<file path="config.mk">
export PLATFORM = sky130hd
export DESIGN_NAME = exec_unit
export DESIGN_NICKNAME = d
export VERILOG_FILES = /design/src/hdl/exec_pkg.sv /design/src/hdl/exec_unit.sv
export VERILOG_INCLUDE_DIRS = /design/src /design/src/hdl
export SDC_FILE = /design/constraint.sdc
export NUM_CORES = 2
export LEC_CHECK = 0
export ABC_AREA = 0
export BUFFER_PORTS_ARGS = -buffer_cell sky130_fd_sc_hd__buf_2
export CORE_MARGIN = 8
export CORE_UTILIZATION = 25
export DETAILED_ROUTE_END_ITERATION = 12
export PLACE_DENSITY_LB_ADDON = 0.15
export SLEW_MARGIN = 20
export SYNTH_ARGS = -nofsm -noshare
export SYNTH_HDL_FRONTEND = slang
export SYNTH_SLANG_ARGS = --single-unit
</file>
<file path="constraint.sdc">
create_clock -name CLK -period 10 [get_ports CLK]
set_clock_uncertainty 0.15 [all_clocks]
set_input_delay 1 -clock CLK [delete_from_list [all_inputs] [get_ports CLK]]
set_output_delay 1 -clock CLK [all_outputs]
set_load 0.005 [all_outputs]
</file>
<file path="src/hdl/exec_regs.svh">
// register map, opcodes and field positions of the execution unit
`ifndef EXEC_REGS_SVH
`define EXEC_REGS_SVH
`define OFS_INSTR 8'h00
`define OFS_WREG 8'h04
`define OFS_STATUS 8'h08
`define OFS_PC 8'h0c
`define OFS_FADDR 8'h10
`define OFS_FDATA 8'h14
`define OFS_STACK 8'h18
`define OFS_WDOG 8'h1c
`define OP_RETURN 14'h0008
`define OP_SLEEP 14'h0063
`define OP_RRF 6'h0c
`define OP_RLF 6'h0d
`define OP_HI 13
`define OP_LO 8
`define DEST_BIT 7
`define FADDR_HI 6
`define ST_C 0
`define ST_PD_N 3
`define ST_TO_N 4
`define WAKE_BIT 0
`define BUSY_BIT 0
`define SLEEP_BIT 1
`define PC_RST 13'h0000
`define W_RST 8'h00
`define WDOG_CLR 8'h00
`define DIV_LAST 2'h3
`endif

</file>
<file path="src/hdl/exec_pkg.sv">
// types shared by the execution unit
package exec_pkg;
  typedef enum logic [1:0] {
    ST_IDLE = 2'b00,
    ST_EXEC = 2'b01,
    ST_RET2 = 2'b10,
    ST_SLP = 2'b11
  } exec_state_type;
  typedef logic [31:0] word_type;
endpackage

</file>
<file path="src/hdl/exec_unit.sv">
// return, rotate-through-carry and sleep execution with an apb slave
// Summary of operation
// - return pops stack, stack top loads pc
// - return: one word, two cycles, flags kept
// - right rotate: carry into bit7, bit0 out
// - right rotate dest 0 to w, 1 back
// - left rotate: carry into bit0, bit7 out
// - left rotate dest 0 to w, 1 back
// - rotates take one cycle, change only carry
// - sleep clears watchdog counter and prescaler
// - sleep clears powerdown flag, sets timeout flag
// - sleep halts oscillator until wake event
//
// The address map and the APB interface to the registers were chosen for this implementation.
`include "exec_regs.svh"
module exec_unit #(
  parameter int STACK_DEPTH = 8, // return stack levels
  parameter int PC_W = 13 // program counter width
) (
  input wire logic CLK, // 100 mhz clock
  input wire logic NRST, // async reset, active low
  input wire logic PSEL, // apb select
  input wire logic PENABLE, // apb access phase
  input wire logic PWRITE, // apb direction
  input wire logic [7:0] PADDR, // apb byte address
  input wire exec_pkg::word_type PWDATA, // apb write data
  output exec_pkg::word_type PRDATA, // apb read data
  output logic PREADY, // apb ready
  output logic PSLVERR, // apb error
  output logic SLEEPING // core halted in sleep
);
  import exec_pkg::*;
  localparam int SP_W = $clog2(STACK_DEPTH);

  exec_state_type state_ff, nxt_state;
  logic [1:0] div_ff;
  logic [13:0] instr_ff;
  logic [7:0] w_ff;
  logic c_ff, pd_n_ff, to_n_ff;
  logic [PC_W-1:0] pc_ff;
  logic [SP_W-1:0] sp_ff;
  logic [PC_W-1:0] stack_mem [STACK_DEPTH];
  logic [7:0] file_mem [128];
  logic [6:0] faddr_ff;
  logic [7:0] watchdog_counter, wdog_pre_ff;
  word_type prdata_ff;
  logic pready_ff, pslverr_ff, sleeping_ff;

  // bus decode
  wire setup = PSEL && !PENABLE;
  wire wr_acc = PSEL && PENABLE && PWRITE && pready_ff;
  wire hit_instr = PADDR == `OFS_INSTR;
  wire hit_w = PADDR == `OFS_WREG;
  wire hit_st = PADDR == `OFS_STATUS;
  wire hit_pc = PADDR == `OFS_PC;
  wire hit_fa = PADDR == `OFS_FADDR;
  wire hit_fd = PADDR == `OFS_FDATA;
  wire hit_stk = PADDR == `OFS_STACK;
  wire hit_wd = PADDR == `OFS_WDOG;
  wire mapped = hit_instr | hit_w | hit_st | hit_pc | hit_fa | hit_fd |
    hit_stk | hit_wd;
  wire busy = state_ff != ST_IDLE;
  // core state must not be poked mid-instruction
  wire refuse = !mapped || (busy && PWRITE && !hit_wd);
  wire do_wr = wr_acc && !pslverr_ff;
  wire issue = do_wr && hit_instr;
  wire wake = do_wr && hit_wd && PWDATA[`WAKE_BIT] && state_ff == ST_SLP;

  // instruction decode
  wire [5:0] op_hi = instr_ff[`OP_HI:`OP_LO];
  wire is_ret = instr_ff == `OP_RETURN;
  wire is_slp = instr_ff == `OP_SLEEP;
  wire is_rrf = op_hi == `OP_RRF;
  wire is_rlf = op_hi == `OP_RLF;
  wire is_rot = is_rrf || is_rlf;
  wire dest_f = instr_ff[`DEST_BIT];
  wire [6:0] fsel = instr_ff[`FADDR_HI:0];
  wire [7:0] src = file_mem[fsel];
  wire [7:0] rot_res = is_rrf ? {c_ff, src[7:1]} :
    {src[6:0], c_ff};
  wire rot_c = is_rrf ? src[0] : src[7];

  // instruction cycle enable; held while asleep as the oscillator stops
  wire cyc_en = div_ff == `DIV_LAST && state_ff != ST_SLP;
  wire exec_now = state_ff == ST_EXEC && cyc_en;
  wire ret_now = exec_now && is_ret;
  wire rot_now = exec_now && is_rot;
  wire slp_now = exec_now && is_slp;
  wire [SP_W-1:0] sp_dn = sp_ff - 1'b1;
  wire [PC_W-1:0] stack_top = stack_mem[sp_dn];
  wire pre_wrap = &wdog_pre_ff;

  always_comb begin
    nxt_state = state_ff;
    unique case (state_ff)
      ST_IDLE: if (issue) nxt_state = ST_EXEC;
      ST_EXEC: begin
        if (cyc_en) begin
          if (is_ret) nxt_state = ST_RET2;
          else if (is_slp) nxt_state = ST_SLP;
          else nxt_state = ST_IDLE;
        end
      end
      ST_RET2: if (cyc_en) nxt_state = ST_IDLE;
      ST_SLP: if (wake) nxt_state = ST_IDLE;
    endcase
  end

  always_ff @(posedge CLK or negedge NRST) begin
    if (!NRST) state_ff <= ST_IDLE;
    else state_ff <= nxt_state;
  end

  always_ff @(posedge CLK or negedge NRST) begin
    if (!NRST) div_ff <= '0;
    else if (state_ff != ST_SLP) div_ff <= div_ff + 1'b1;
  end

  always_ff @(posedge CLK or negedge NRST) begin
    if (!NRST) instr_ff <= '0;
    else if (issue) instr_ff <= PWDATA[13:0];
  end

  always_ff @(posedge CLK or negedge NRST) begin
    if (!NRST) w_ff <= `W_RST;
    else if (rot_now && !dest_f) w_ff <= rot_res;
    else if (do_wr && hit_w) w_ff <= PWDATA[7:0];
  end

  // status: rotates touch carry only, sleep the two low-true flags
  always_ff @(posedge CLK or negedge NRST) begin
    if (!NRST) begin
      c_ff <= 1'b0;
      pd_n_ff <= 1'b1;
      to_n_ff <= 1'b1;
    end else if (rot_now) begin
      c_ff <= rot_c;
    end else if (slp_now) begin
      pd_n_ff <= 1'b0;
      to_n_ff <= 1'b1;
    end else if (do_wr && hit_st) begin
      c_ff <= PWDATA[`ST_C];
      pd_n_ff <= PWDATA[`ST_PD_N];
      to_n_ff <= PWDATA[`ST_TO_N];
    end
  end

  always_ff @(posedge CLK or negedge NRST) begin
    if (!NRST) pc_ff <= `PC_RST;
    else if (ret_now) pc_ff <= stack_top;
    else if (do_wr && hit_pc) pc_ff <= PWDATA[PC_W-1:0];
  end

  // stack pointer wraps, as a circular hardware stack does
  always_ff @(posedge CLK or negedge NRST) begin
    if (!NRST) sp_ff <= '0;
    else if (ret_now) sp_ff <= sp_dn;
    else if (do_wr && hit_stk) sp_ff <= sp_ff + 1'b1;
  end

  always_ff @(posedge CLK) begin
    if (do_wr && hit_stk) stack_mem[sp_ff] <= PWDATA[PC_W-1:0];
  end

  always_ff @(posedge CLK or negedge NRST) begin
    if (!NRST) faddr_ff <= '0;
    else if (do_wr && hit_fa) faddr_ff <= PWDATA[6:0];
  end

  // file array has no reset, like real data ram
  always_ff @(posedge CLK) begin
    if (rot_now && dest_f) file_mem[fsel] <= rot_res;
    else if (do_wr && hit_fd) file_mem[faddr_ff] <= PWDATA[7:0];
  end

  // watchdog ticks from the core clock here, sleep restarts it
  always_ff @(posedge CLK or negedge NRST) begin
    if (!NRST) begin
      wdog_pre_ff <= `WDOG_CLR;
      watchdog_counter <= `WDOG_CLR;
    end else if (slp_now) begin
      wdog_pre_ff <= `WDOG_CLR;
      watchdog_counter <= `WDOG_CLR;
    end else begin
      wdog_pre_ff <= wdog_pre_ff + 1'b1;
      if (pre_wrap) watchdog_counter <= watchdog_counter + 1'b1;
    end
  end

  // read mux
  word_type rd_val;
  always_comb begin
    rd_val = '0;
    if (hit_instr) begin
      rd_val[`BUSY_BIT] = busy;
      rd_val[`SLEEP_BIT] = state_ff == ST_SLP;
    end
    if (hit_w) rd_val[7:0] = w_ff;
    if (hit_st) begin
      rd_val[`ST_C] = c_ff;
      rd_val[`ST_PD_N] = pd_n_ff;
      rd_val[`ST_TO_N] = to_n_ff;
    end
    if (hit_pc) rd_val[PC_W-1:0] = pc_ff;
    if (hit_fa) rd_val[6:0] = faddr_ff;
    if (hit_fd) rd_val[7:0] = file_mem[faddr_ff];
    if (hit_stk) rd_val[PC_W-1:0] = stack_top;
    if (hit_wd) rd_val[15:0] = {watchdog_counter, wdog_pre_ff};
  end

  // one access cycle: ready and data latched in the setup cycle
  always_ff @(posedge CLK or negedge NRST) begin
    if (!NRST) begin
      prdata_ff <= '0;
      pready_ff <= 1'b0;
      pslverr_ff <= 1'b0;
    end else begin
      pready_ff <= setup;
      pslverr_ff <= setup && refuse;
      if (setup && !PWRITE) prdata_ff <= rd_val;
    end
  end

  always_ff @(posedge CLK or negedge NRST) begin
    if (!NRST) sleeping_ff <= 1'b0;
    else sleeping_ff <= nxt_state == ST_SLP;
  end

  assign PRDATA = prdata_ff;
  assign PREADY = pready_ff;
  assign PSLVERR = pslverr_ff;
  assign SLEEPING = sleeping_ff;
endmodule

</file>
# Word level (Yosys, flattened, before mapping)
# Memories as Yosys holds them, arrays and structs flattened.
# Index checks and enable logic that the tools add are counted.
# classes
muxes	44
n_eq_ne	18
n_addsub	5
reduce_logical	47
bitwise_logic	8
# op_table
cell	count
8-bit two-way mux	9
13-bit two-way mux	4
8-bit by 5-bit == test with 1-bit output, second input constant	4
1-bit logical AND	26
1-bit two-way mux	17
8-bit by 1-bit adder with 8-bit output, second input constant	2
8-bit by 4-bit == test with 1-bit output, second input constant	2
16-bit two-way mux	1
2-bit two-way mux	8
14-bit by 4-bit == test with 1-bit output, second input constant	1
14-bit by 7-bit == test with 1-bit output, second input constant	1
7-bit two-way mux	2
2-bit nonzero test	7
6-bit by 4-bit == test with 1-bit output, second input constant	2
2-bit == test, second input constant	4
8-bit by 3-bit == test with 1-bit output, second input constant	1
8-bit logical NOT	1
2-bit case mux with 4 select lines	1
8-bit AND reduction	1
8-bit OR reduction	1
1-bit bitwise OR	7
1-bit logical NOT	6
3-bit two-way mux	2
2-bit inequality test, second input constant	2
8 further kinds	10
# word_totals
ram_bits	1128
register_bits	87
elab_cells	140
in_bits	45
mem_count	2
# mem_list
memory	depth	word_bits	read_ports	rd_clocked_by_memory_dff	write_ports	line	rtl
file_mem	128	8	2	0	1	exec_unit.sv:43	logic [7:0] file_mem [128];
stack_mem	8	13	1	0	1	exec_unit.sv:42	logic [PC_W-1:0] stack_mem [STACK_DEPTH];

# Logic depth before layout (Yosys ltp)
# logic_depth
word_depth	11
ltp_mapped	13
depth_no_buf	8

# Worst setup path before layout
# Ideal clock, no wire load.
# synth_path
kind	input to register
start	input PADDR[0]
end	memory file_mem[0][2] (data pin)
setup_time_ns	1.152
setup_slack_ns	1.241
t_required_ns	8.698
path_buffers	3
arrival_ns	7.457
path_stages	9
cell_sequence	or4_4 buf_6 nor4_4 o211ai_2 buf_6 buf_6 nand2_1 nor4_1 nor3_1
# synth_via
elab_chain_len	7
# synth_rtl
element	line	rtl
start, declared	exec_unit.sv:25	input wire logic [7:0] PADDR,
8-bit by 5-bit == test with 1-bit output (no line)	--	
1-bit logical AND	exec_unit.sv:173	else if (do_wr && hit_fd) file_mem[faddr_ff] <= PWDATA[7:0];
1-bit two-way mux	exec_unit.sv:173	
1-bit two-way mux	exec_unit.sv:172	if (rot_now && dest_f) file_mem[fsel] <= rot_res;
1-bit two-way mux (implied by the code)	exec_unit.sv:173	
8-bit OR reduction (no line)	--	
8-bit two-way mux (no line)	--	
end, declared	exec_unit.sv:43	
# No other way between the ends.

# Worst setup path in the final report
# layout_path
start	register instr_ff[0]
end	memory file_mem[112][0] (data pin)
# layout_via
elab_chain_len	3
# layout_rtl
element	line	rtl
start, declared	exec_unit.sv:37	logic [13:0] instr_ff;
start signal, assigned	exec_unit.sv:121	else if (issue) instr_ff <= PWDATA[13:0];
memory read 128 x 8 bit	--	
8-bit two-way mux	exec_unit.sv:79	wire [7:0] rot_res = is_rrf ? {c_ff, src[7:1]} :
8-bit two-way mux (no line)	--	
# No other way between the ends.

==> flow_summary.json <==
{
  "r2r_slack_ps": 3680,
  "crit_type": "flop to flop",
  "slew_headroom_pct": 21.9,
  "post_cts_resized": 0,
  "clk_pin_slew_ps": 60,
  "syn_to_final_growth_pct": 15.2,
  "placementRows": 176,
  "worst_path_largest_cell_delay_ps": 1010,
  "drv_cap": 0,
  "ant_nets": 0,
  "grt_first_pass_wirelength_mm": 285,
  "nNetsFinal": 3435,
  "post_cts_buffers": 0,
  "post-place-ws_ps": 3780,
  "fillers": 22800,
  "slew_violations": 0,
  "ys.flop_type": "edfxtp_1",
  "crit_path_end_kind": "flop",
  "setup_viol": 0,
  "first_pass_iters": 6,
  "post_dp_cell_area_sq_um": 62000,
  "endpoint": "file_mem[112][0]",
  "cts.sinks": 1215,
  "worst_pin_slew_ps": 1160,
  "finalCriticalPeriod_ps": 6320,
  "arrival_ps": 6520,
  "critPathSlowestCell": "o41ai_1",
  "mostFrequentLayoutCells": "1128 x edfxtp_1, 474 x mux4_2, 235 x mux2i_1, 168 x buf_4, 147 x clkbuf_16",
  "yosysTopAreaCell": "edfxtp_1",
  "syn-cell-area_sq_um": 57600,
  "synth.distinct_cells": 77,
  "die-area_sq_um": 246000,
  "port_buffers": 45,
  "cp_cell_sequence": "buf_12 -> mux4_2 -> mux2i_1 -> o22ai_1 -> a211oi_1 -> o2111ai_1 -> o41ai_1 -> o21ai_4 -> buf_4 -> buf_4",
  "vias": 33200,
  "power_mw": 10.7,
  "finalHoldViolCount": 0,
  "cp_common_cell": "buf_4",
  "worstReg2RegStart": "instr_ff[0]",
  "multiInputGateArea_sq_um": 20400,
  "die_y_um": 496,
  "finalInstanceArea_sq_um": 66400,
  "grt_max_degree": 129,
  "synth_area_leaders": "edfxtp_1 59%, mux4_2 19%, mux2i_1 4.1%, dfrtp_1 3.7%, mux2_2 2.4%",
  "fin_crit_sh_pct": 63.2,
  "status": "complete, no violations",
  "cts_root_buffer": "clkbuf_16",
  "die_w_um": 496,
  "antenna_found_initial": 9,
  "crit_fanout": 82,
  "synthArstFlopShare_pct": 7.16,
  "gp_congestion": 0.874,
  "setup_slack_ps": 3680,
  "drt-total-wl_mm": 207,
  "avgRoutedWirePerCell_um": 31.7,
  "drc": 0,
  "vias_per_cell": 5.08,
  "cp-start-kind": "flop",
  "whs_path_depth": 2,
  "max_freq_mhz": 158,
  "crit_required_ps": 10200,
  "p_leak_nw": 20.1,
  "path_delay_family": "compound AO/OA/AOI/OAI gates",
  "start_util_pct": 25.1,
  "path_depth": 10,
  "crit_start": "instr_ff[0]",
  "hold_path.class": "flop to flop",
  "final_common_cell": "edfxtp_1",
  "globalRouteOverflowTotal": 0,
  "synth_area_per_cell_sq_um": 17.6,
  "clock_latency_ps": 790,
  "worst-path-buf-inv": 3,
  "cts_tree": "yes",
  "cts_hold_buffers": 1,
  "coreArea_sq_um": 229000,
  "ir_drop_v": 0.000173,
  "cts.path.max_buffers": 3,
  "htree_levels": 4,
  "drtIter0Drc": 3154,
  "ff_latch_area_sq_um": 36100,
  "seq_area_frac_synth_pct": 62.6,
  "synth_edf_count": 1128,
  "syn_inst": 3280,
  "ys_seq_elements": 1215,
  "cts_buffers": 145,
  "r2r_cells": 10,
  "dp_hpwl_mm": 133,
  "synth_top_area_share_pct": 58.8,
  "track_usage_pct": 16.5,
  "grt_pass1_vias": 33900,
  "tns_ps": 0,
  "regToRegEndpoint": "file_mem[112][0]",
  "synth_warnings": 0,
  "rsz0062_at_grt": "false",
  "io_pins": 80,
  "power_density_nw_per_um2": 161,
  "drive_gt1_share_pct": 31.8
}
tightest hold or removal path, cell delays in order, from the launching register on:
cell	delay (ps)
dfrtp_1	340
nand2_1	50
nand2_1	50
cell families after synthesis:
family	count (synthesis)	synth area share, %
DFF	1215	62.6
muxes	835	25.1
and+or+nand+nor	544	4.89
buffers and inverters	293	2.59
other	1	0.00651
AOI/OAI and AO/OA	370	4.47
xor gates and xnor gates	17	0.259
adders and majority gates	5	0.109
synth_stat cells, types with 4 or more instances:
cell,n
o211ai_1,6
a221oi_1,15
edfxtp_1,1128
or4_1,7
and2_1,6
clkbuf_1,91
mux2_2,125
buf_1,32
nor2b_1,24
a211o_1,5
dfrtp_1,85
nand3_1,41
buf_6,12
buf_2,98
or3_1,7
nand2_1,96
a21oi_1,63
nand4_1,13
nor4_1,4
nor3_1,97
or2_2,4
a211oi_1,27
o2111ai_1,4
nor2_1,153
inv_1,11
o21ai_0,35
xnor2_1,6
ha_1,5
a22oi_1,81
a2111oi_0,7
and3_1,13
xor2_1,11
o221ai_1,13
mux2i_1,236
o22ai_1,57
mux4_2,474
buf_4,47
nor3_2,28
o31ai_1,9
nand2b_1,15
a221o_1,8
or2_1,12
a31oi_1,16
worst min path at each step:
stage	from	to
floorplan	to_n_ff	to_n_ff
global placement	PRDATA[13]	PRDATA[13]
detailed placement	PRDATA[13]	PRDATA[13]
CTS	PWDATA[13]	instr_ff[13]
global route	PWDATA[13]	instr_ff[13]
finish	PRDATA[13]	PRDATA[13]
power breakdown:
part | switching, mW | internal, mW | leakage (nW)
sequential | 0.00869 | 5.51 | 11.6
clock | 2.16 | 2.82 | 2.12
combinational | 0.138 | 0.0629 | 6.44
total | 2.31 | 8.39 | 20.1
sequential cells by signal, indices dropped and copies added (netlist names):
name / count
PREADY: 1
PSLVERR: 1
stack_mem: 104
faddr_ff: 7
w_ff: 8
state_ff: 2
sp_ff: 3
PRDATA: 16
div_ff: 2
pc_ff: 13
to_n_ff: 1
watchdog_counter: 8
pd_n_ff: 1
SLEEPING: 1
instr_ff: 14
file_mem: 1024
c_ff: 1
wdog_pre_ff: 8
layer usage:
layer,global-route usage [%],part of all wire [%],up-vias
met4,4.41,2.6,0
met3,2.91,5.2,248
met1,23.3,46,18000
met5,0,0,-
li1,-,-,13900
met2,26.2,46,1004
stage by stage:
stage | util [%] | instances | hold slack [ps]
6_report | 28.9 | 6522 | 309
5_1_grt | 28.9 | 6516 | 284
4_1_cts | 28.9 | 6513 | 266
3_5_place_dp | 27.0 | 6262 | 301
3_3_place_gp | 27.0 | 6262 | 309
2_1_floorplan | - | 3295 | 291
layout make-up:
cell class              count  area share [%]
diodes                      8          0.0302
clock buffers             178            5.72
clock inverters            72           0.833
inverters                  13          0.0773
multi-input cells        1787            30.7
flip-flops and latches   1215            54.4
well taps                3026            5.70
repair buffers            223            2.54
No activity file was read; power rests on OpenSTA's default activity.
